$ cat config.mk
export PLATFORM = sky130hd
export DESIGN_NAME = pmcu_unpacker
export DESIGN_NICKNAME = d
export VERILOG_FILES = /design/src/inc/pmcu_pkg.sv /design/src/pmcu_char_slot.sv /design/src/pmcu_unpacker.sv
export SDC_FILE = /design/constraint.sdc
export NUM_CORES = 1
export LEC_CHECK = 0
export BUFFER_PORTS_ARGS = -buffer_cell sky130_fd_sc_hd__buf_2
export CAP_MARGIN = 10
export CORE_ASPECT_RATIO = 0.8
export CORE_MARGIN = 3
export CORE_UTILIZATION = 35
export DETAILED_ROUTE_END_ITERATION = 12
export HOLD_SLACK_MARGIN = 0.15
export MAX_ROUTING_LAYER = met4
export PLACE_DENSITY = 0.68
export SLEW_MARGIN = 10
export SYNTH_ARGS = -nofsm -noshare
export SYNTH_HDL_FRONTEND = slang
export SYNTH_SLANG_ARGS = --single-unit
$ cat constraint.sdc
create_clock -name clk -period 3.9 [get_ports clk]
set_input_delay 0.585 -clock clk [delete_from_list [all_inputs] [get_ports clk]]
set_output_delay 0.585 -clock clk [all_outputs]
set_load 0.05 [all_outputs]
$ cat src/inc/pmcu_pkg.sv
// Purpose: constants and carrier types for the paging character unpacker
// Assumes: code words arrive already corrected, 21 information bits each
// Notes:   message types are tagged by the upstream decoder
//
// Notes on behaviour
// - First fragment text starts at word2 char2
// - ETX code 03 is fill, not text
// - Trailing nulls are fill, removed from output
// - Non-trailing null flags a channel error
// - Full last word ends message without ETX
// - Start-mode bits read only after first fragment
// - First fragment starts in default mode
// - Decode start-mode: 00 none, 01 reserved
// - Mode 00 joins characters split across fragments
// - Nonzero mode: fragment starts on boundary
// - Secure header: sum, more, piece, sequence, spare
// - Secure chars at i0, i7, i14, LSB first
// - Reassemble secure fragments across transmissions
// - Check ones complement ten-bit group sum
// - Piece index modulo-3, 11 only at start
// - Cleared more-pending flag marks final fragment
package pmcu_pkg;
    localparam int unsigned INFO_W      = 21;
    localparam int unsigned CHAR_W      = 7;
    localparam int unsigned SUM_W       = 10;
    localparam logic [6:0]  CH_ETX      = 7'h03;
    localparam logic [6:0]  CH_NUL      = 7'h00;
    // Secure header field positions
    localparam int unsigned SUM_LSB     = 0;
    localparam int unsigned MORE_BIT    = 10;
    localparam int unsigned PIECE_LSB   = 11;
    localparam int unsigned SEQ_LSB     = 13;
    localparam int unsigned SPARE_LSB   = 19;
    localparam int unsigned G1_LSB      = 8;
    localparam int unsigned G2_LSB      = 16;
    localparam logic [1:0]  PIECE_START = 2'h3;
    localparam logic [1:0]  MODE_NONE   = 2'h0;
    localparam logic [1:0]  MODE_RSVD   = 2'h1;
    localparam logic [1:0]  MODE_DFLT   = 2'h2;
    localparam logic [1:0]  MODE_ALT    = 2'h3;

    typedef enum logic [1:0] {PMCU_ALPHA, PMCU_SECURE, PMCU_OTHER} pmcu_kind_e;

    typedef struct packed {
        logic [20:0] info;     // information bits i20..i0
        logic        first;    // first word of fragment
        logic        last;     // last word of fragment
        logic        frag0;    // fragment is the initial one
        logic [1:0]  mode;     // start-mode pair hi,lo
        pmcu_kind_e  kind;
    } pmcu_word_s;

    typedef struct packed {
        logic [6:0] ch;
        logic       alt;       // alternate character mode
        logic       split;     // piece of a character split across fragments
        logic       eom;       // character from last word of fragment
    } pmcu_char_s;

    typedef struct packed {
        logic [9:0] sum;
        logic       more;
        logic [1:0] piece;
        logic [5:0] seq;
        logic [1:0] spare;
    } pmcu_shdr_s;
endpackage

$ cat src/pmcu_char_slot.sv
// Purpose: classify one 7-bit slot of a code word
// Assumes: slot bits are LSB first
// Notes:   used three times per word
`timescale 1ns/100ps
module pmcu_char_slot import pmcu_pkg::*; (
    input  wire logic [6:0] ch,        // slot character
    output logic            is_fill,   // ETX or NUL
    output logic            is_nul     // NUL only
);
    assign is_nul  = (ch == CH_NUL);
    assign is_fill = is_nul || (ch == CH_ETX);
endmodule

$ cat src/pmcu_unpacker.sv
// Purpose: unpack paging message words into characters
// Assumes: one word per cycle at most, word_vld from same clock
// Notes:   character output is one character per word slot, up to three per word
`timescale 1ns/100ps
module pmcu_unpacker import pmcu_pkg::*; (
    input  wire logic       clk,        // 200 MHz clock
    input  wire logic       rst_n,      // sync reset, active low
    input  wire pmcu_word_s word_in,    // incoming code word
    input  wire logic       word_vld,   // word strobe
    output pmcu_char_s      char_out,   // character carrier
    output logic [2:0]      char_vld,   // slot valid mask, slot0 = bit0
    output logic [20:0]     char_bus,   // three characters, slot0 low
    output pmcu_shdr_s      shdr_out,   // secure header fields
    output logic            shdr_vld,   // header strobe
    output logic            frag_done,  // fragment end pulse
    output logic            msg_done,   // message end pulse
    output logic            err_flag,   // checksum or null fault pulse
    output logic            mode_rsvd   // last start-mode was reserved
);
    // ------------------------------------------------------------
    // Slot split and fill detection
    // ------------------------------------------------------------
    logic [6:0] slot [3];
    logic [2:0] fill;
    logic [2:0] nul;
    genvar g;
    for (g = 0; g < 3; g++) begin : g_slot
        assign slot[g] = word_in.info[g*CHAR_W +: CHAR_W];
        pmcu_char_slot u_slot (
            .ch      (slot[g]),
            .is_fill (fill[g]),
            .is_nul  (nul[g])
        );
    end

    // ------------------------------------------------------------
    // Fragment tracking
    // ------------------------------------------------------------
    logic       word2_ff;     // next word is second word
    logic       seen_fill_ff; // null seen, rest must be fill
    logic [9:0] sum_ff;
    logic [9:0] rx_sum_ff;
    logic       more_ff;
    logic [1:0] piece_ff;
    logic       piece_ok_ff;
    logic       alt_ff;
    logic       split_ok_ff;

    wire logic hdr = word_vld && word_in.first;
    wire logic [1:0] split_rule_sel = word_in.frag0 ? MODE_DFLT : word_in.mode;
    // Check field counts as zero while summing, as the sender computes it
    wire logic [20:0] sum_src = (hdr && word_in.kind == PMCU_SECURE)
                              ? {word_in.info[INFO_W-1:SUM_LSB+SUM_W], {SUM_W{1'b0}}}
                              : word_in.info;
    wire logic [9:0] grp_sum = 10'(sum_src[G1_LSB-1:0])
                             + 10'(sum_src[G2_LSB-1:G1_LSB])
                             + 10'(sum_src[INFO_W-1:G2_LSB]);
    wire logic [9:0] sum_nxt = (hdr ? 10'h000 : sum_ff) + grp_sum;
    wire logic [9:0] rx_sum  = hdr ? word_in.info[SUM_LSB +: SUM_W] : rx_sum_ff;
    wire logic       sum_bad = word_vld && word_in.last && word_in.kind == PMCU_SECURE
                             && (~sum_nxt != rx_sum);

    // Null that is followed by text in same fragment is a channel error
    logic [2:0] keep;
    logic       nul_bad;
    logic       fill_any;
    always_comb begin
        keep     = 3'h0;
        nul_bad  = 1'b0;
        fill_any = seen_fill_ff;
        for (int k = 0; k < 3; k++) begin
            if (fill[k]) begin
                if (nul[k]) begin
                    fill_any = 1'b1;
                end
            end else begin
                keep[k] = 1'b1;
                if (fill_any) begin
                    nul_bad = 1'b1;
                end
            end
        end
        if (word_in.first || word_in.kind == PMCU_OTHER) begin
            keep    = 3'h0;
            nul_bad = 1'b0;
        end else if (word2_ff && word_in.frag0 && word_in.kind == PMCU_ALPHA) begin
            keep[0] = 1'b0;
        end
    end

    always_ff @(posedge clk) begin
        if (!rst_n) begin
            word2_ff     <= 1'b0;
            seen_fill_ff <= 1'b0;
        end else if (word_vld) begin
            word2_ff     <= word_in.first;
            seen_fill_ff <= word_in.last ? 1'b0 : (word_in.first ? 1'b0 : fill_any);
        end
    end

    always_ff @(posedge clk) begin
        if (!rst_n) begin
            sum_ff    <= 10'h000;
            rx_sum_ff <= 10'h000;
        end else if (word_vld) begin
            sum_ff    <= sum_nxt;
            rx_sum_ff <= rx_sum;
        end
    end

    // Secure header and piece order, reassembled across transmissions
    always_ff @(posedge clk) begin
        if (!rst_n) begin
            more_ff     <= 1'b0;
            piece_ff    <= PIECE_START;
            piece_ok_ff <= 1'b1;
        end else if (hdr && word_in.kind == PMCU_SECURE) begin
            more_ff  <= word_in.info[MORE_BIT];
            piece_ff <= word_in.info[PIECE_LSB +: 2];
            if (word_in.info[PIECE_LSB +: 2] == PIECE_START) begin
                piece_ok_ff <= 1'b1;
            end else begin
                piece_ok_ff <= more_ff && word_in.info[PIECE_LSB +: 2]
                               == ((piece_ff == 2'h2) ? 2'h0 : 2'(piece_ff + 2'h1));
            end
        end
    end

    always_ff @(posedge clk) begin
        if (!rst_n) begin
            alt_ff      <= 1'b0;
            split_ok_ff <= 1'b0;
            mode_rsvd   <= 1'b0;
        end else if (hdr && word_in.kind == PMCU_ALPHA) begin
            unique case (split_rule_sel)
                MODE_NONE: begin
                    split_ok_ff <= 1'b1;
                    mode_rsvd   <= 1'b0;
                end
                MODE_RSVD: begin
                    split_ok_ff <= 1'b0;
                    mode_rsvd   <= 1'b1;
                end
                MODE_DFLT: begin
                    alt_ff      <= 1'b0;
                    split_ok_ff <= 1'b0;
                    mode_rsvd   <= 1'b0;
                end
                MODE_ALT: begin
                    alt_ff      <= 1'b1;
                    split_ok_ff <= 1'b0;
                    mode_rsvd   <= 1'b0;
                end
            endcase
        end
    end

    // ------------------------------------------------------------
    // Outputs
    // ------------------------------------------------------------
    always_ff @(posedge clk) begin
        if (!rst_n) begin
            char_vld <= 3'h0;
            char_bus <= 21'h000000;
            char_out <= '0;
        end else begin
            char_vld <= word_vld ? keep : 3'h0;
            if (word_vld) begin
                char_bus    <= word_in.info;
                char_out.ch <= slot[0];
            end
            char_out.alt   <= alt_ff;
            // First text word of a mode 00 fragment may carry a character piece
            char_out.split <= split_ok_ff && word2_ff && word_vld && word_in.kind == PMCU_ALPHA;
            char_out.eom   <= word_vld && word_in.last;
        end
    end

    always_ff @(posedge clk) begin
        if (!rst_n) begin
            shdr_out <= '0;
            shdr_vld <= 1'b0;
        end else begin
            shdr_vld <= hdr && word_in.kind == PMCU_SECURE;
            if (hdr && word_in.kind == PMCU_SECURE) begin
                shdr_out.sum   <= word_in.info[SUM_LSB +: SUM_W];
                shdr_out.more  <= word_in.info[MORE_BIT];
                shdr_out.piece <= word_in.info[PIECE_LSB +: 2];
                shdr_out.seq   <= word_in.info[SEQ_LSB +: 6];
                shdr_out.spare <= word_in.info[SPARE_LSB +: 2];
            end
        end
    end

    always_ff @(posedge clk) begin
        if (!rst_n) begin
            frag_done <= 1'b0;
            msg_done  <= 1'b0;
            err_flag  <= 1'b0;
        end else begin
            frag_done <= word_vld && word_in.last;
            msg_done  <= word_vld && word_in.last && (word_in.kind != PMCU_SECURE || !more_ff);
            err_flag  <= (word_vld && nul_bad && word_in.kind != PMCU_OTHER) || sum_bad;
        end
    end

    // ------------------------------------------------------------
    // Checks
    // ------------------------------------------------------------
    a_etx_not_text: assert property (@(posedge clk) disable iff (!rst_n)
        word_vld && !word_in.first && slot[1] == CH_ETX |=> !char_vld[1])
        else $error("ETX slot passed as text");
    a_first_skip: assert property (@(posedge clk) disable iff (!rst_n)
        word_vld && word2_ff && word_in.frag0 && word_in.kind == PMCU_ALPHA |=> !char_vld[0])
        else $error("first fragment char not skipped");
    a_nul_removed: assert property (@(posedge clk) disable iff (!rst_n)
        word_vld && word_in.last && slot[2] == CH_NUL |=> !char_vld[2])
        else $error("trailing null reached output");
    a_nul_error: assert property (@(posedge clk) disable iff (!rst_n)
        word_vld && !word_in.first && word_in.kind == PMCU_ALPHA && nul[0] && !fill[2] |=> err_flag)
        else $error("misplaced null not flagged");
    a_hdr_fields: assert property (@(posedge clk) disable iff (!rst_n)
        hdr && word_in.kind == PMCU_SECURE |=> shdr_vld && shdr_out.piece == $past(word_in.info[12:11]))
        else $error("secure header misparsed");
    a_sum_check: assert property (@(posedge clk) disable iff (!rst_n)
        sum_bad |=> err_flag)
        else $error("checksum fault not flagged");
    a_first_mode: assert property (@(posedge clk) disable iff (!rst_n)
        hdr && word_in.kind == PMCU_ALPHA && word_in.frag0 |=> !alt_ff && !split_ok_ff)
        else $error("first fragment not default mode");
    a_alt_mode: assert property (@(posedge clk) disable iff (!rst_n)
        hdr && word_in.kind == PMCU_ALPHA && !word_in.frag0 && word_in.mode == MODE_ALT |=> alt_ff)
        else $error("alternate mode not taken");
    a_piece_order: assert property (@(posedge clk) disable iff (!rst_n)
        hdr && word_in.kind == PMCU_SECURE && more_ff && piece_ff == PIECE_START
        && word_in.info[PIECE_LSB +: 2] == 2'h0 |=> piece_ok_ff)
        else $error("piece order not accepted");
    a_msg_end: assert property (@(posedge clk) disable iff (!rst_n)
        word_vld && word_in.last && word_in.kind == PMCU_ALPHA |=> msg_done && frag_done)
        else $error("message end missed");
endmodule

; Yosys cells after proc, flatten, opt, wreduce, memory -nomap -nowiden
; Index checks and enable logic that the tools add are counted.
[op_classes]
n_eq_ne = 11
reduce_logical = 32
add_sub_neg = 3
n_mux = 25
bitwise_logic = 3
[ops]
columns = operator, count
row1 = 10-bit two-way mux, 3
row2 = "7-bit by 2-bit equality test with 1-bit output, second input constant", 3
row3 = 7-bit zero test, 3
row4 = 1-bit two-way mux, 18
row5 = 1-bit logical AND, 14
row6 = 10-bit adder, 1
row7 = 9-bit by 5-bit adder with 10-bit output, 1
row8 = 10-bit != test, 1
row9 = 10-bit inverter, 1
row10 = 8-bit by 8-bit adder with 9-bit output, 1
row11 = 3-bit OR reduction, 3
row12 = "2-bit equality test, second input constant", 3
row13 = 1-bit logical OR, 6
row14 = 1-bit case mux with 2 select lines, 3
row15 = "2-bit by 1-bit equality test with 1-bit output, second input constant", 2
row16 = 2-bit zero test, 2
row17 = 4-bit OR reduction, 1
row18 = 2-bit two-way mux, 1
row19 = "2-bit by 1-bit != test with 1-bit output, second input constant", 1
row20 = "2-bit != test, second input constant", 1
row21 = 1-bit inverter, 2
row22 = 2-bit AND reduction, 1
row23 = 2-bit nonzero test, 1
row24 = 1-bit zero test, 1
[totals]
output_inout_bits = 60
elab_cells = 96
ff_bits = 83
in_bits = 31

; Logic depth before layout (Yosys ltp)
; Gate-level depths: netlist (run 1).
[logic_depth]
ltp_word = 11
depth_mapped = 16
mapped_depth_nobuf = 14

; By module
; From an unflattened synthesis (run 1), not the netlist that was laid out.
[unflattened]
hier_cells = 437
hier_area_um2 = 4113.9
[by_module_without_submodules]
columns = mod, instances, area_per_inst_um2, seq_area_each_um2, cells_each
row1 = pmcu_unpacker, 1, 3986.3, 1521.5, 425
row2 = pmcu_char_slot, 3, 42.5, 0.0, 4

; Least setup slack after synthesis (run 1)
; OpenSTA, ideal clock, no wires.
[synth_path]
path_type = input to register
from = input port word_in[0] in the netlist's numbering
to = register err_flag
n_path_buf = 1
setup_slack_ns = -0.083
setup_time_ns = 0.136
cell_stages = 15
t_arrival_ns = 3.847
required_ns = 3.764
cell_sequence = nor2b_1 > nand3_1 > clkbuf_1 > nand2_1 > fa_1 > inv_1 > fa_1 > ha_1 > fa_1 > and3_1 > o2111a_1 > o21ai_0 > o2bb2ai_1 > xnor2_1 > a41oi_1
[synth_via]
elab_chain_len = 10
elab_cells_between_ends = 17
classes_between = add/sub: 3 / eq/ne: 4 / mux: 2 / bitwise: 1 / reduce/logical: 7
[synth_lines]
columns = element, line_no
row1 = start: declaration, pmcu_unpacker.sv:8  ; input wire pmcu_word_s word_in,
row2 = 2-bit by 1-bit equality test with 1-bit output, "pmcu_unpacker.sv:52, pmcu_unpacker.sv:60"
row3 = 1-bit logical AND, pmcu_unpacker.sv:52  ; wire logic [20:0] sum_src = (hdr && word_in.kind == PMCU_SECURE)
row4 = 10-bit two-way mux, pmcu_unpacker.sv:53  ; ? {word_in.info[INFO_W-1:SUM_LSB+SUM_W], {SUM_W{1'b0}}}
row5 = 8-bit by 8-bit adder with 9-bit output, pmcu_unpacker.sv:56  ; + 10'(sum_src[G2_LSB-1:G1_LSB])
row6 = 9-bit by 5-bit adder with 10-bit output, pmcu_unpacker.sv:57  ; + 10'(sum_src[INFO_W-1:G2_LSB]);
row7 = 10-bit adder, pmcu_unpacker.sv:58  ; wire logic [9:0] sum_nxt = (hdr ? 10'h000 : sum_ff) + grp_sum;
row8 = 10-bit inverter, pmcu_unpacker.sv:61  ; && (~sum_nxt != rx_sum);
row9 = 10-bit != test, pmcu_unpacker.sv:61
row10 = 1-bit logical AND, pmcu_unpacker.sv:61
row11 = 1-bit logical OR (*), pmcu_unpacker.sv:203  ; err_flag <= (word_vld && nul_bad && word_in.kind != PMCU_OTHER) || sum_bad;
row12 = end signal: assignment, pmcu_unpacker.sv:203
row13 = end: declaration, pmcu_unpacker.sv:17  ; output logic err_flag,
; Every way passes the cells marked *; elsewhere a longest branch is shown, timed or not.
; A chain may end at the register's enable or synchronous reset.

; Worst setup path after layout (run 1)
; Same ends and word-level chain as after synthesis.

==> results by group, run 1 <==
CTS
  • CTS tree: done
  • CTS Buffer Depth: 2
  • H-tree levels: 3
  • Clk_lat worst skew: between 300 and 400 ps
  • Reg clk slew, reported paths: 60 ps
  • Clock root cell: clkbuf_16
  • Clock sink count: between 70 and 80
  • Num CTS Buffers: 9

Synthesis
  • Ys async rst share: 0%
  • Syn_area_per_cell: ~9.0 um2
  • Synth Flop Type: dfxtp_1
  • Post-Syn Area: roughly 3900 um2
  • Synth Register Bits: 76
  • Seq/Total Area, Yosys: about two fifths
  • Area share of the largest cell type after synthesis: 39.4%
  • Post-synth EDFFs: 0
  • Cell count after synthesis: ~430
  • Most common cell in the synthesized netlist: dfxtp_1
  • Post-synth cell types: 47
  • Dominant cell type by area after synthesis: dfxtp_1
  • Post-synth top cells: dfxtp_1 (76), nand2_1 (60), nor2_1 (50)
  • Largest cells by area after synthesis: dfxtp_1 (39%), mux2i_1 (10%), fa_1 (6.7%), nand2_1 (5.8%), nor2_1 (4.9%)
  • Synthesized net count: 486
  • Synth Warn #: 0

Timing
  • Final Max Tran Viols: 0
  • Hold Vio Cnt, Final: 0
  • RSZ-0062 raised after global routing: no
  • Final Cycle Share: 96.1%
  • Slew HR: approximately 22%
  • Setup TNS: 0 ps
  • # setup viols final: 0
  • FMAX: approximately 270 MHz
  • Clk_skew: 6.47 ps
  • Post-layout min period: between 3000 and 4000 ps
  • Slew @ Worst Pin: around 1200 ps

Global routing
  • Initial antenna violation count: 0
  • All-Layer GR Usage: a little under a fifth
  • Largest net degree at the start of global routing: 70
  • Total grt overflow: 0
  • Vias in the first global route: roughly 3300
  • First-pass GRT wire length: 16800 um

Cells and area
  • Fin area: 4920 um2
  • P&R area growth vs syn: 27.3%
  • Fillcell total: just over 1000
  • Share of layout cells above drive strength 1: between 20% and 30%
  • Ant diodes: 0
  • Storage element area: between 1500 and 2000 um2
  • Nets: ~600
  • Multi-input logic area: around 2100 um2

Worst setup path
  • Crit path buf inv count: 1
  • Most used cell, CP: fa_1
  • Worst R2R Start: sum_ff[6]
  • Worst path cell trace: buf_2 -> nor2b_2 -> nand3_2 -> and2_1 -> fa_1 -> fa_1 -> ha_1 -> fa_1 -> and3_1 -> o2111a_1 -> o21ai_0 -> o2bb2ai_1 -> xnor2_1 -> a41oi_1
  • Largest stage delay on the critical path: 470 ps
  • CP required: 4110 ps
  • CP startpoint: word_in[0]
  • Critical Path Stages: 14
  • CP Class: input port to flop
  • CP top delay family: adder cells
  • Arrival time of the worst setup path: roughly 4000 ps
  • Slowest stage cell, crit path: fa_1
  • Crit end category: flop
  • Worst-case reg-to-reg path depth: 11
  • Setup crit start kind: input port
  • Worst-path fanout max: 8

Floorplan
  • Die height: 100 um
  • Area of the core: 10500 um2
  • I/O pin total: around 90
  • Initial Util: 36.8%
  • Die Wd: between 100 and 150 um
  • Total die area: roughly 12000 um2
  • Row count: 33

Routing
  • Initial detailed-routing violation count: 209
  • Routed WL: 10700 um
  • # DRC: 0
  • Drt pass-1 iters: 4
  • ANT nets after route: 0
  • Vias per Instance: roughly 5
  • Avg WL per Cell: between 15 and 20 um
  • DR vias: 3360

Placement
  • Dpl cell area: around 4600 um2
  • Routability cong.: 0.873
  • Post-DP HPWL: ~8000 um
  • I/O Buffers: 90

Power
  • Pwr/cell area: between 500 and 600 nW/um2
  • Worst vdd ir: a little under 0.3 mV
  • Leak: 2.38 nW

Run
  • Maxcap violations: 0

Outcome
  • Status: finished clean

Worst hold path
  • Hold Path Stages: 1
  • Worst Hold Class: flop to flop
  • HP Start: alt_ff
==> timing repair <==
item	CTS	global route
hold buffers	0	0
gates resized for setup	0	3
setup buffers	0	2
endpoints found under the hold margin	0	0
setup endpoints to repair	0	3
==> cell usage in the layout (no fill, tap or decap), types with 3 or more instances in the layout <==
| master | netlist | routed |
|---|---|---|
| and3_1 | 3 | 3 |
| nand2_1 | 60 | 60 |
| buf_4 | 9 | 31 |
| mux2i_1 | 40 | 40 |
| nor3b_1 | 3 | 3 |
| fa_1 | 13 | 13 |
| a21o_1 | 3 | 3 |
| buf_2 | 2 | 90 |
| nor4_1 | 6 | 6 |
| xor2_1 | 6 | 6 |
| nand3_1 | 6 | 5 |
| inv_1 | 23 | 23 |
| bufinv_16 | 0 | 3 |
| nor2_1 | 50 | 50 |
| xnor2_1 | 12 | 12 |
| o21ai_0 | 5 | 5 |
| a21oi_1 | 31 | 30 |
| and2_1 | 9 | 8 |
| ha_1 | 13 | 13 |
| clkbuf_16 | 0 | 9 |
| dfxtp_1 | 76 | 76 |
| nor3_1 | 3 | 3 |
==> sequential cells by signal (all words and copies together) (netlist names), 3 cells and up <==
| register | count |
|---|---|
| char_bus | 15 |
| char_out | 8 |
| char_vld | 3 |
| rx_sum_ff | 10 |
| shdr_out | 21 |
| sum_ff | 10 |
==> worst paths after layout <==
kind / endpoint / slack, ps
worst max-delay path: err_flag / 150
worst min-delay path: char_out[2] / 450
worst max register to register: err_flag / 1060
worst min register to register: char_out[2] / 450
==> power breakdown <==
part	switching, mW	internal (mW)	total [mW]
combinational	0.603	0.513	1.12
sequential	0.0275	0.835	0.863
clock	0.319	0.639	0.958
==> worst reg2reg max path, cell delays in order, from the launching register on <==
cell and delay [ps]:
dfxtp_1 340, nand2_1 70, fa_1 490, inv_1 40, ha_1 290, ha_1 410
a21oi_1 250, o21ai_0 160, o21ai_0 210, o2bb2ai_1 190, xnor2_1 150, a41oi_1 120
==> per-layer routing <==
layer	vias to the layer above	share of wire, %	GRT usage, %
li1	1627	-	-
met5	-	0	-
met4	0	1.6	5.62
met2	110	45	27.6
met3	18	7.0	4.39
met1	1605	46	24.4
==> cell type report <==
type / count / share of cell area (%)
repair buffers: 121 / 13.9
multi-input cells: 297 / 42.9
clock inverters: 4 / 1.98
flip-flops and latches: 76 / 30.9
well taps: 140 / 3.56
inverters: 24 / 1.83
clock buffers: 11 / 4.94
==> metrics by stage <==
| stage | hold WS, ps | power, mW | setup slack (ps) | util, % | cells |
|---|---|---|---|---|---|
| final | 449 | 2.94 | 153 | 46.9 | 673 |
| after floorplan | 423 | 1.63 | 7.88 | - | 429 |
| after global placement | 437 | 1.95 | -156 | 43.4 | 656 |
| after global routing | 459 | 3.08 | 6.21 | 46.9 | 673 |
| after CTS | 447 | 2.95 | 23.0 | 46.6 | 671 |
| after detailed placement | 432 | 1.97 | -278 | 43.4 | 656 |
==> cells by family after synthesis <==
family / share of synthesized area [%]
buffers and inverters: 6.38
muxes: 10.4
adders and majority gates: 10.9
and+or+nand+nor: 19.2
DFF: 39.4
xor gates and xnor gates: 4.66
AOI/OAI and AO/OA: 9.04
Note: power is estimated with default switching activity, not from simulation.
==> run 2: changes to the inputs <==
- CORE_UTILIZATION: 35 -> 49
- PLACE_DENSITY: 0.68 -> 0.87
==> run 2 against run 1 <==
- flip-flop and latch count is the same
- highest routed layer unchanged
- global-route usage up 6.1 points
- total power is 11% lower
- largest cell class unchanged
- clock-buffer cell count did not move
- die area decreased by 27%
- cell area shrank 4.7%
- fmax rose by 0.72%
- critical endpoint unchanged
- utilization grew 15 points
- non-clock buffer count fell by 10
- setup slack better by 27 ps
==> results by group, run 2 (same netlist as run 1, synthesis figures left out) <==
Timing
  • Final Max Tran Viols: 0
  • Setup TNS: 0 ps
  • Slew @ Worst Pin: ~1200 ps
  • Final setup margin: roughly 180 ps
  • # setup viols final: 0
  • Hold WS: ~460 ps
  • Slew HR: a little under a quarter
  • Post-layout min period: about 3700 ps
  • FMAX: roughly 270 MHz
  • Final Cycle Share: between 90% and 100%
  • Hold Vio Cnt, Final: 0
  • Clk_skew: between 10 and 15 ps
  • RSZ-0062 raised after global routing: no

Worst setup path
  • Worst R2R Start: sum_ff[5]
  • Worst-case reg-to-reg path depth: 10
  • R2r setup slk: 1100 ps
  • Setup crit start kind: input port
  • Crit end category: flop
  • CP top delay family: adder cells
  • CP required: ~4100 ps
  • R2r endpoint: err_flag
  • Slowest stage cell, crit path: fa_1
  • Worst path cell trace: buf_2 -> nor2b_1 -> nand3_1 -> buf_4 -> and2_1 -> fa_1 -> fa_1 -> ha_1 -> fa_1 -> and3_1 -> o2111a_1 -> o21ai_0 -> o2bb2ai_2 -> xnor2_1 -> a41oi_1
  • Arrival time of the worst setup path: between 3000 and 4000 ps
  • Largest stage delay on the critical path: approximately 470 ps
  • Worst-path fanout max: 8
  • Most used cell, CP: fa_1
  • Crit path buf inv count: 2
  • CP Class: input port to flop

Global routing
  • Most Used Layer, Global Route: met2
  • Initial antenna violation count: 0
  • Vias in the first global route: 3344
  • Largest net degree at the start of global routing: 70
  • Met2 usage: 38.4%
  • Met1 Usage GRT: 30.8%
  • Total grt overflow: 0
  • Met3 Usage GRT: ~6.3%
  • All-Layer GR Usage: roughly a quarter
  • First-pass GRT wire length: 16700 um

CTS
  • Setup repair bufs after CTS: 0
  • CTS tree: done
  • Reg clk slew, reported paths: approximately 80 ps
  • CTS Buffer Depth: 2
  • Post-cts sizing count: 0
  • Clk_lat worst skew: between 300 and 400 ps
  • Clock sink count: 76
  • Num CTS Buffers: 9
  • H-tree levels: 3
  • CTS Hold Bufs: 0
  • Clock root cell: clkbuf_8

Floorplan
  • Die height: approximately 85 um
  • Area of the core: around 7500 um2
  • Total die area: roughly 9000 um2
  • Initial Util: 51.3%
  • Row count: 28
  • Die Wd: around 110 um
  • I/O pin total: 91

Power
  • Pwr/cell area: around 560 nW/um2
  • Worst vdd ir: roughly 0.38 mV
  • Tot Pwr: about 2.6 mW
  • Leak: between 2 and 2.5 nW

Routing
  • # DRC: 0
  • Drt pass-1 iters: 4
  • ANT nets after route: 0
  • DR vias: 3364
  • Routed WL: between 10000 and 15000 um
  • Vias per Instance: 5.35
  • Initial detailed-routing violation count: ~200
  • Avg WL per Cell: between 15 and 20 um

Cells and area
  • Fin area: ~4700 um2
  • Nets: between 500 and 600
  • Share of layout cells above drive strength 1: around 26%
  • Most flops, register: shdr_out
  • Largest register FFs: 21
  • Ant diodes: 0
  • Most frequent cells in the layout: buf_2 (90), dfxtp_1 (76), nand2_1 (60), nor2_1 (50), mux2i_1 (40)
  • P&R area growth vs syn: 21.4%
  • Top flop regs: shdr_out: 21 flops, char_bus: 15 flops
  • Commonest non-fill, non-tap cell in the layout: buf_2

Outcome
  • Status: finished clean

Placement
  • I/O Buffers: 90
  • Dpl cell area: around 4400 um2
  • Routability cong.: 0.891
  • Post-DP HPWL: 7380 um
  • Dpl ws: -143 ps

Worst hold path
  • Hold path endpoint: char_vld[0]
  • HP Start: word_in[4]
  • Hold Path Stages: 2
  • Worst Hold Class: input port to flop

Run
  • Maxcap violations: 0
==> run 2: changes by cell type in the layout (fill, tap and decap cells not counted), sizes merged <==
| cell | previous run | this run |
|---|---|---|
| buf | 121 | 111 |
| bufinv | 3 | 2 |
| clkinv | 0 | 2 |
| clkinvlp | 1 | 0 |
| inv | 24 | 25 |
==> run 2: per-layer routing <==
layer  vias up  part of all wire, %  routed length [um]
met3        24                  8.5                 858
met5         -                    0                   0
met4         0                  2.1                 213
li1       1605                    -                   -
met1      1584                   43                4370
met2       151                   46                4680
==> run 2: how the worst max path moves through the flow <==
| stage | startpoint | endpoint | cells after the start |
|---|---|---|---|
| finish | word_in[1] | err_flag | 15 |
| global route | word_in[0] | err_flag | 16 |
| CTS | word_in[1] | err_flag | 15 |
| detailed placement | word_in[1] | err_flag | 15 |
| global placement | word_in[0] | err_flag | 16 |
| floorplan | word_in[0] | err_flag | 15 |
==> run 2: final cells by class <==
class	count	area, um2
clock buffer	11	151
clock inverter	5	82.6
fill	634	2840
inverter	24	90.1
multi-input combinational	297	2100
sequential	76	1520
tap	105	131
timing repair buffer	111	608
==> run 2: where the power goes <==
group / leakage, nW / internal [mW] / switching, mW
sequential: 0.622 / 0.834 / 0.0293
clock: 0.120 / 0.398 / 0.295
combinational: 1.55 / 0.476 / 0.584
total: 2.29 / 1.71 / 0.908
==> run 2: through the flow <==
step                utilization (%)  instances
floorplan                         -        429
global placement               59.1        613
detailed placement             59.1        613
CTS                            62.2        629
global route                   62.2        629
finish                         62.2        629
==> run 3: changes to the inputs <==
- CORE_UTILIZATION: 49 -> 50
- CTS_BUF_LIST: not set -> sky130_fd_sc_hd__clkbuf_2
- PLACE_DENSITY: 0.87 -> 0.88
==> run 3 against run 2 <==
- clock power shrank 17%
- sequential power hardly changed
- routed wire length shrank 0.31%
- flip-flop and latch count is the same
- critical endpoint unchanged
- cell area down 0.59%
- critical path type unchanged
==> results by group, run 3 (same netlist as run 1, synthesis figures left out) <==
Routing
  • DR vias: ~3400
  • Vias per Instance: roughly 5.4
  • Initial detailed-routing violation count: roughly 280
  • # DRC: 0
  • Routed WL: just over 10000 um
  • Drt pass-1 iters: 5
  • ANT nets after route: 0
  • Avg WL per Cell: between 15 and 20 um

CTS
  • Clock sink count: 76
  • Post-cts sizing count: 0
  • CTS Buffer Depth: 2
  • CTS tree: done
  • Reg clk slew, reported paths: 220 ps
  • Setup repair bufs after CTS: 0
  • Clock root cell: clkbuf_2
  • H-tree levels: 3
  • Clk_lat worst skew: around 540 ps
  • CTS Hold Bufs: 0
  • Num CTS Buffers: 9

Timing
  • FMAX: roughly 270 MHz
  • Clk_skew: roughly 15 ps
  • Slew @ Worst Pin: between 1000 and 1500 ps
  • Post-layout min period: ~3700 ps
  • Hold WS: 233 ps
  • Final Max Tran Viols: 0
  • Slew HR: approximately 24%
  • Final setup margin: approximately 230 ps
  • # setup viols final: 0
  • Final Cycle Share: 94.2%
  • Hold Vio Cnt, Final: 0
  • RSZ-0062 raised after global routing: no

Run
  • Maxcap violations: 0

Floorplan
  • Die height: approximately 85 um
  • Initial Util: between 50% and 60%
  • Row count: 28
  • Total die area: about 9000 um2
  • Die Wd: between 100 and 150 um
  • I/O pin total: 91
  • Area of the core: ~7500 um2

Outcome
  • Status: finished clean

Worst setup path
  • Worst-case reg-to-reg path depth: 10
  • R2r setup slk: about 940 ps
  • Slowest stage cell, crit path: fa_1
  • CP top delay family: adder cells
  • Crit end category: flop
  • Setup crit start kind: input port
  • Largest stage delay on the critical path: 520 ps
  • Arrival time of the worst setup path: 4090 ps
  • CP required: 4320 ps
  • Most used cell, CP: fa_1
  • CP startpoint: word_in[0]
  • Worst path cell trace: buf_2 -> nor2b_1 -> nand3_1 -> buf_4 -> nand2_1 -> fa_1 -> inv_1 -> fa_1 -> ha_1 -> fa_1 -> and3_1 -> o2111a_1 -> nor3_1 -> o2bb2ai_1 -> xnor2_1 -> a41oi_1
  • Crit path buf inv count: 3
  • R2r endpoint: err_flag
  • CP Class: input port to flop
  • Worst R2R Start: sum_ff[5]
  • Worst-path fanout max: 9

Cells and area
  • Top flop regs: shdr_out: 21 flops, char_bus: 15 flops
  • Fillcell total: between 600 and 700
  • Largest register FFs: 21
  • Fin area: between 4000 and 5000 um2
  • P&R area growth vs syn: 20.7%
  • Share of layout cells above drive strength 1: roughly a quarter
  • Nets: 582
  • Most flops, register: shdr_out
  • Commonest non-fill, non-tap cell in the layout: buf_2
  • Ant diodes: 0
  • Most frequent cells in the layout: buf_2 (90), dfxtp_1 (76), nand2_1 (60), nor2_1 (50), mux2i_1 (40)

Placement
  • Dpl cell area: 4490 um2
  • Dpl ws: -285 ps
  • Routability cong.: around 0.99
  • I/O Buffers: 90
  • Post-DP HPWL: approximately 7400 um

Worst hold path
  • HP Start: word_in[4]
  • Worst Hold Class: input port to flop
  • Hold Path Stages: 2
  • Hold path endpoint: char_vld[0]

Power
  • Pwr/cell area: 543 nW/um2
  • Tot Pwr: 2.53 mW
  • Worst vdd ir: around 0.34 mV
  • Leak: between 2 and 2.5 nW

Global routing
  • Initial antenna violation count: 0
  • Vias in the first global route: ~3500
  • First-pass GRT wire length: around 17000 um
  • All-Layer GR Usage: between 20% and 30%
  • Largest net degree at the start of global routing: 70
  • Total grt overflow: 0
==> run 3: report_power, final <==
group / internal [mW] / switching (mW) / leakage (nW) / total, mW
Sequential: 0.836 / 0.0287 / 0.622 / 0.865
Clock: 0.281 / 0.293 / 0.0944 / 0.574
Combinational: 0.496 / 0.598 / 1.58 / 1.09
Total: 1.61 / 0.920 / 2.29 / 2.53
==> run 3: per-stage QoR <==
stage / util, % / cells / TNS (ps)
3_3_place_gp: 60.2 / 619 / -81.3
3_5_place_dp: 60.2 / 619 / -472
5_1_grt: 62.5 / 635 / 0
4_1_cts: 62.5 / 635 / 0
2_1_floorplan: - / 429 / 0
6_report: 62.5 / 635 / 0
==> run 3: cell type report <==
cell class | count | area [um2] | share of cell area, %
repair buffers | 117 | 653 | 14.0
inverters | 24 | 90.1 | 1.93
flip-flops and latches | 76 | 1520 | 32.6
clock inverters | 7 | 123 | 2.63
clock buffers | 9 | 45.0 | 0.966
multi-input cells | 297 | 2100 | 45.0
well taps | 105 | 131 | 2.82
==> run 3: per-layer routing <==
layer | vias up | track usage, % | wire (um)
met1 | 1609 | 30.6 | 4420
met5 | - | - | 0
met3 | 32 | 5.69 | 786
met4 | 0 | 11.4 | 254
met2 | 159 | 37.0 | 4630
li1 | 1617 | - | -
==> run 3: worst max path at each step <==
stage / endpoint / slack, ps / depth (start not counted)
3_5_place_dp: err_flag / -290 / 16
4_1_cts: err_flag / 280 / 16
3_3_place_gp: err_flag / -80 / 15
2_1_floorplan: err_flag / 8 / 15
6_report: err_flag / 230 / 16
5_1_grt: err_flag / 30 / 16
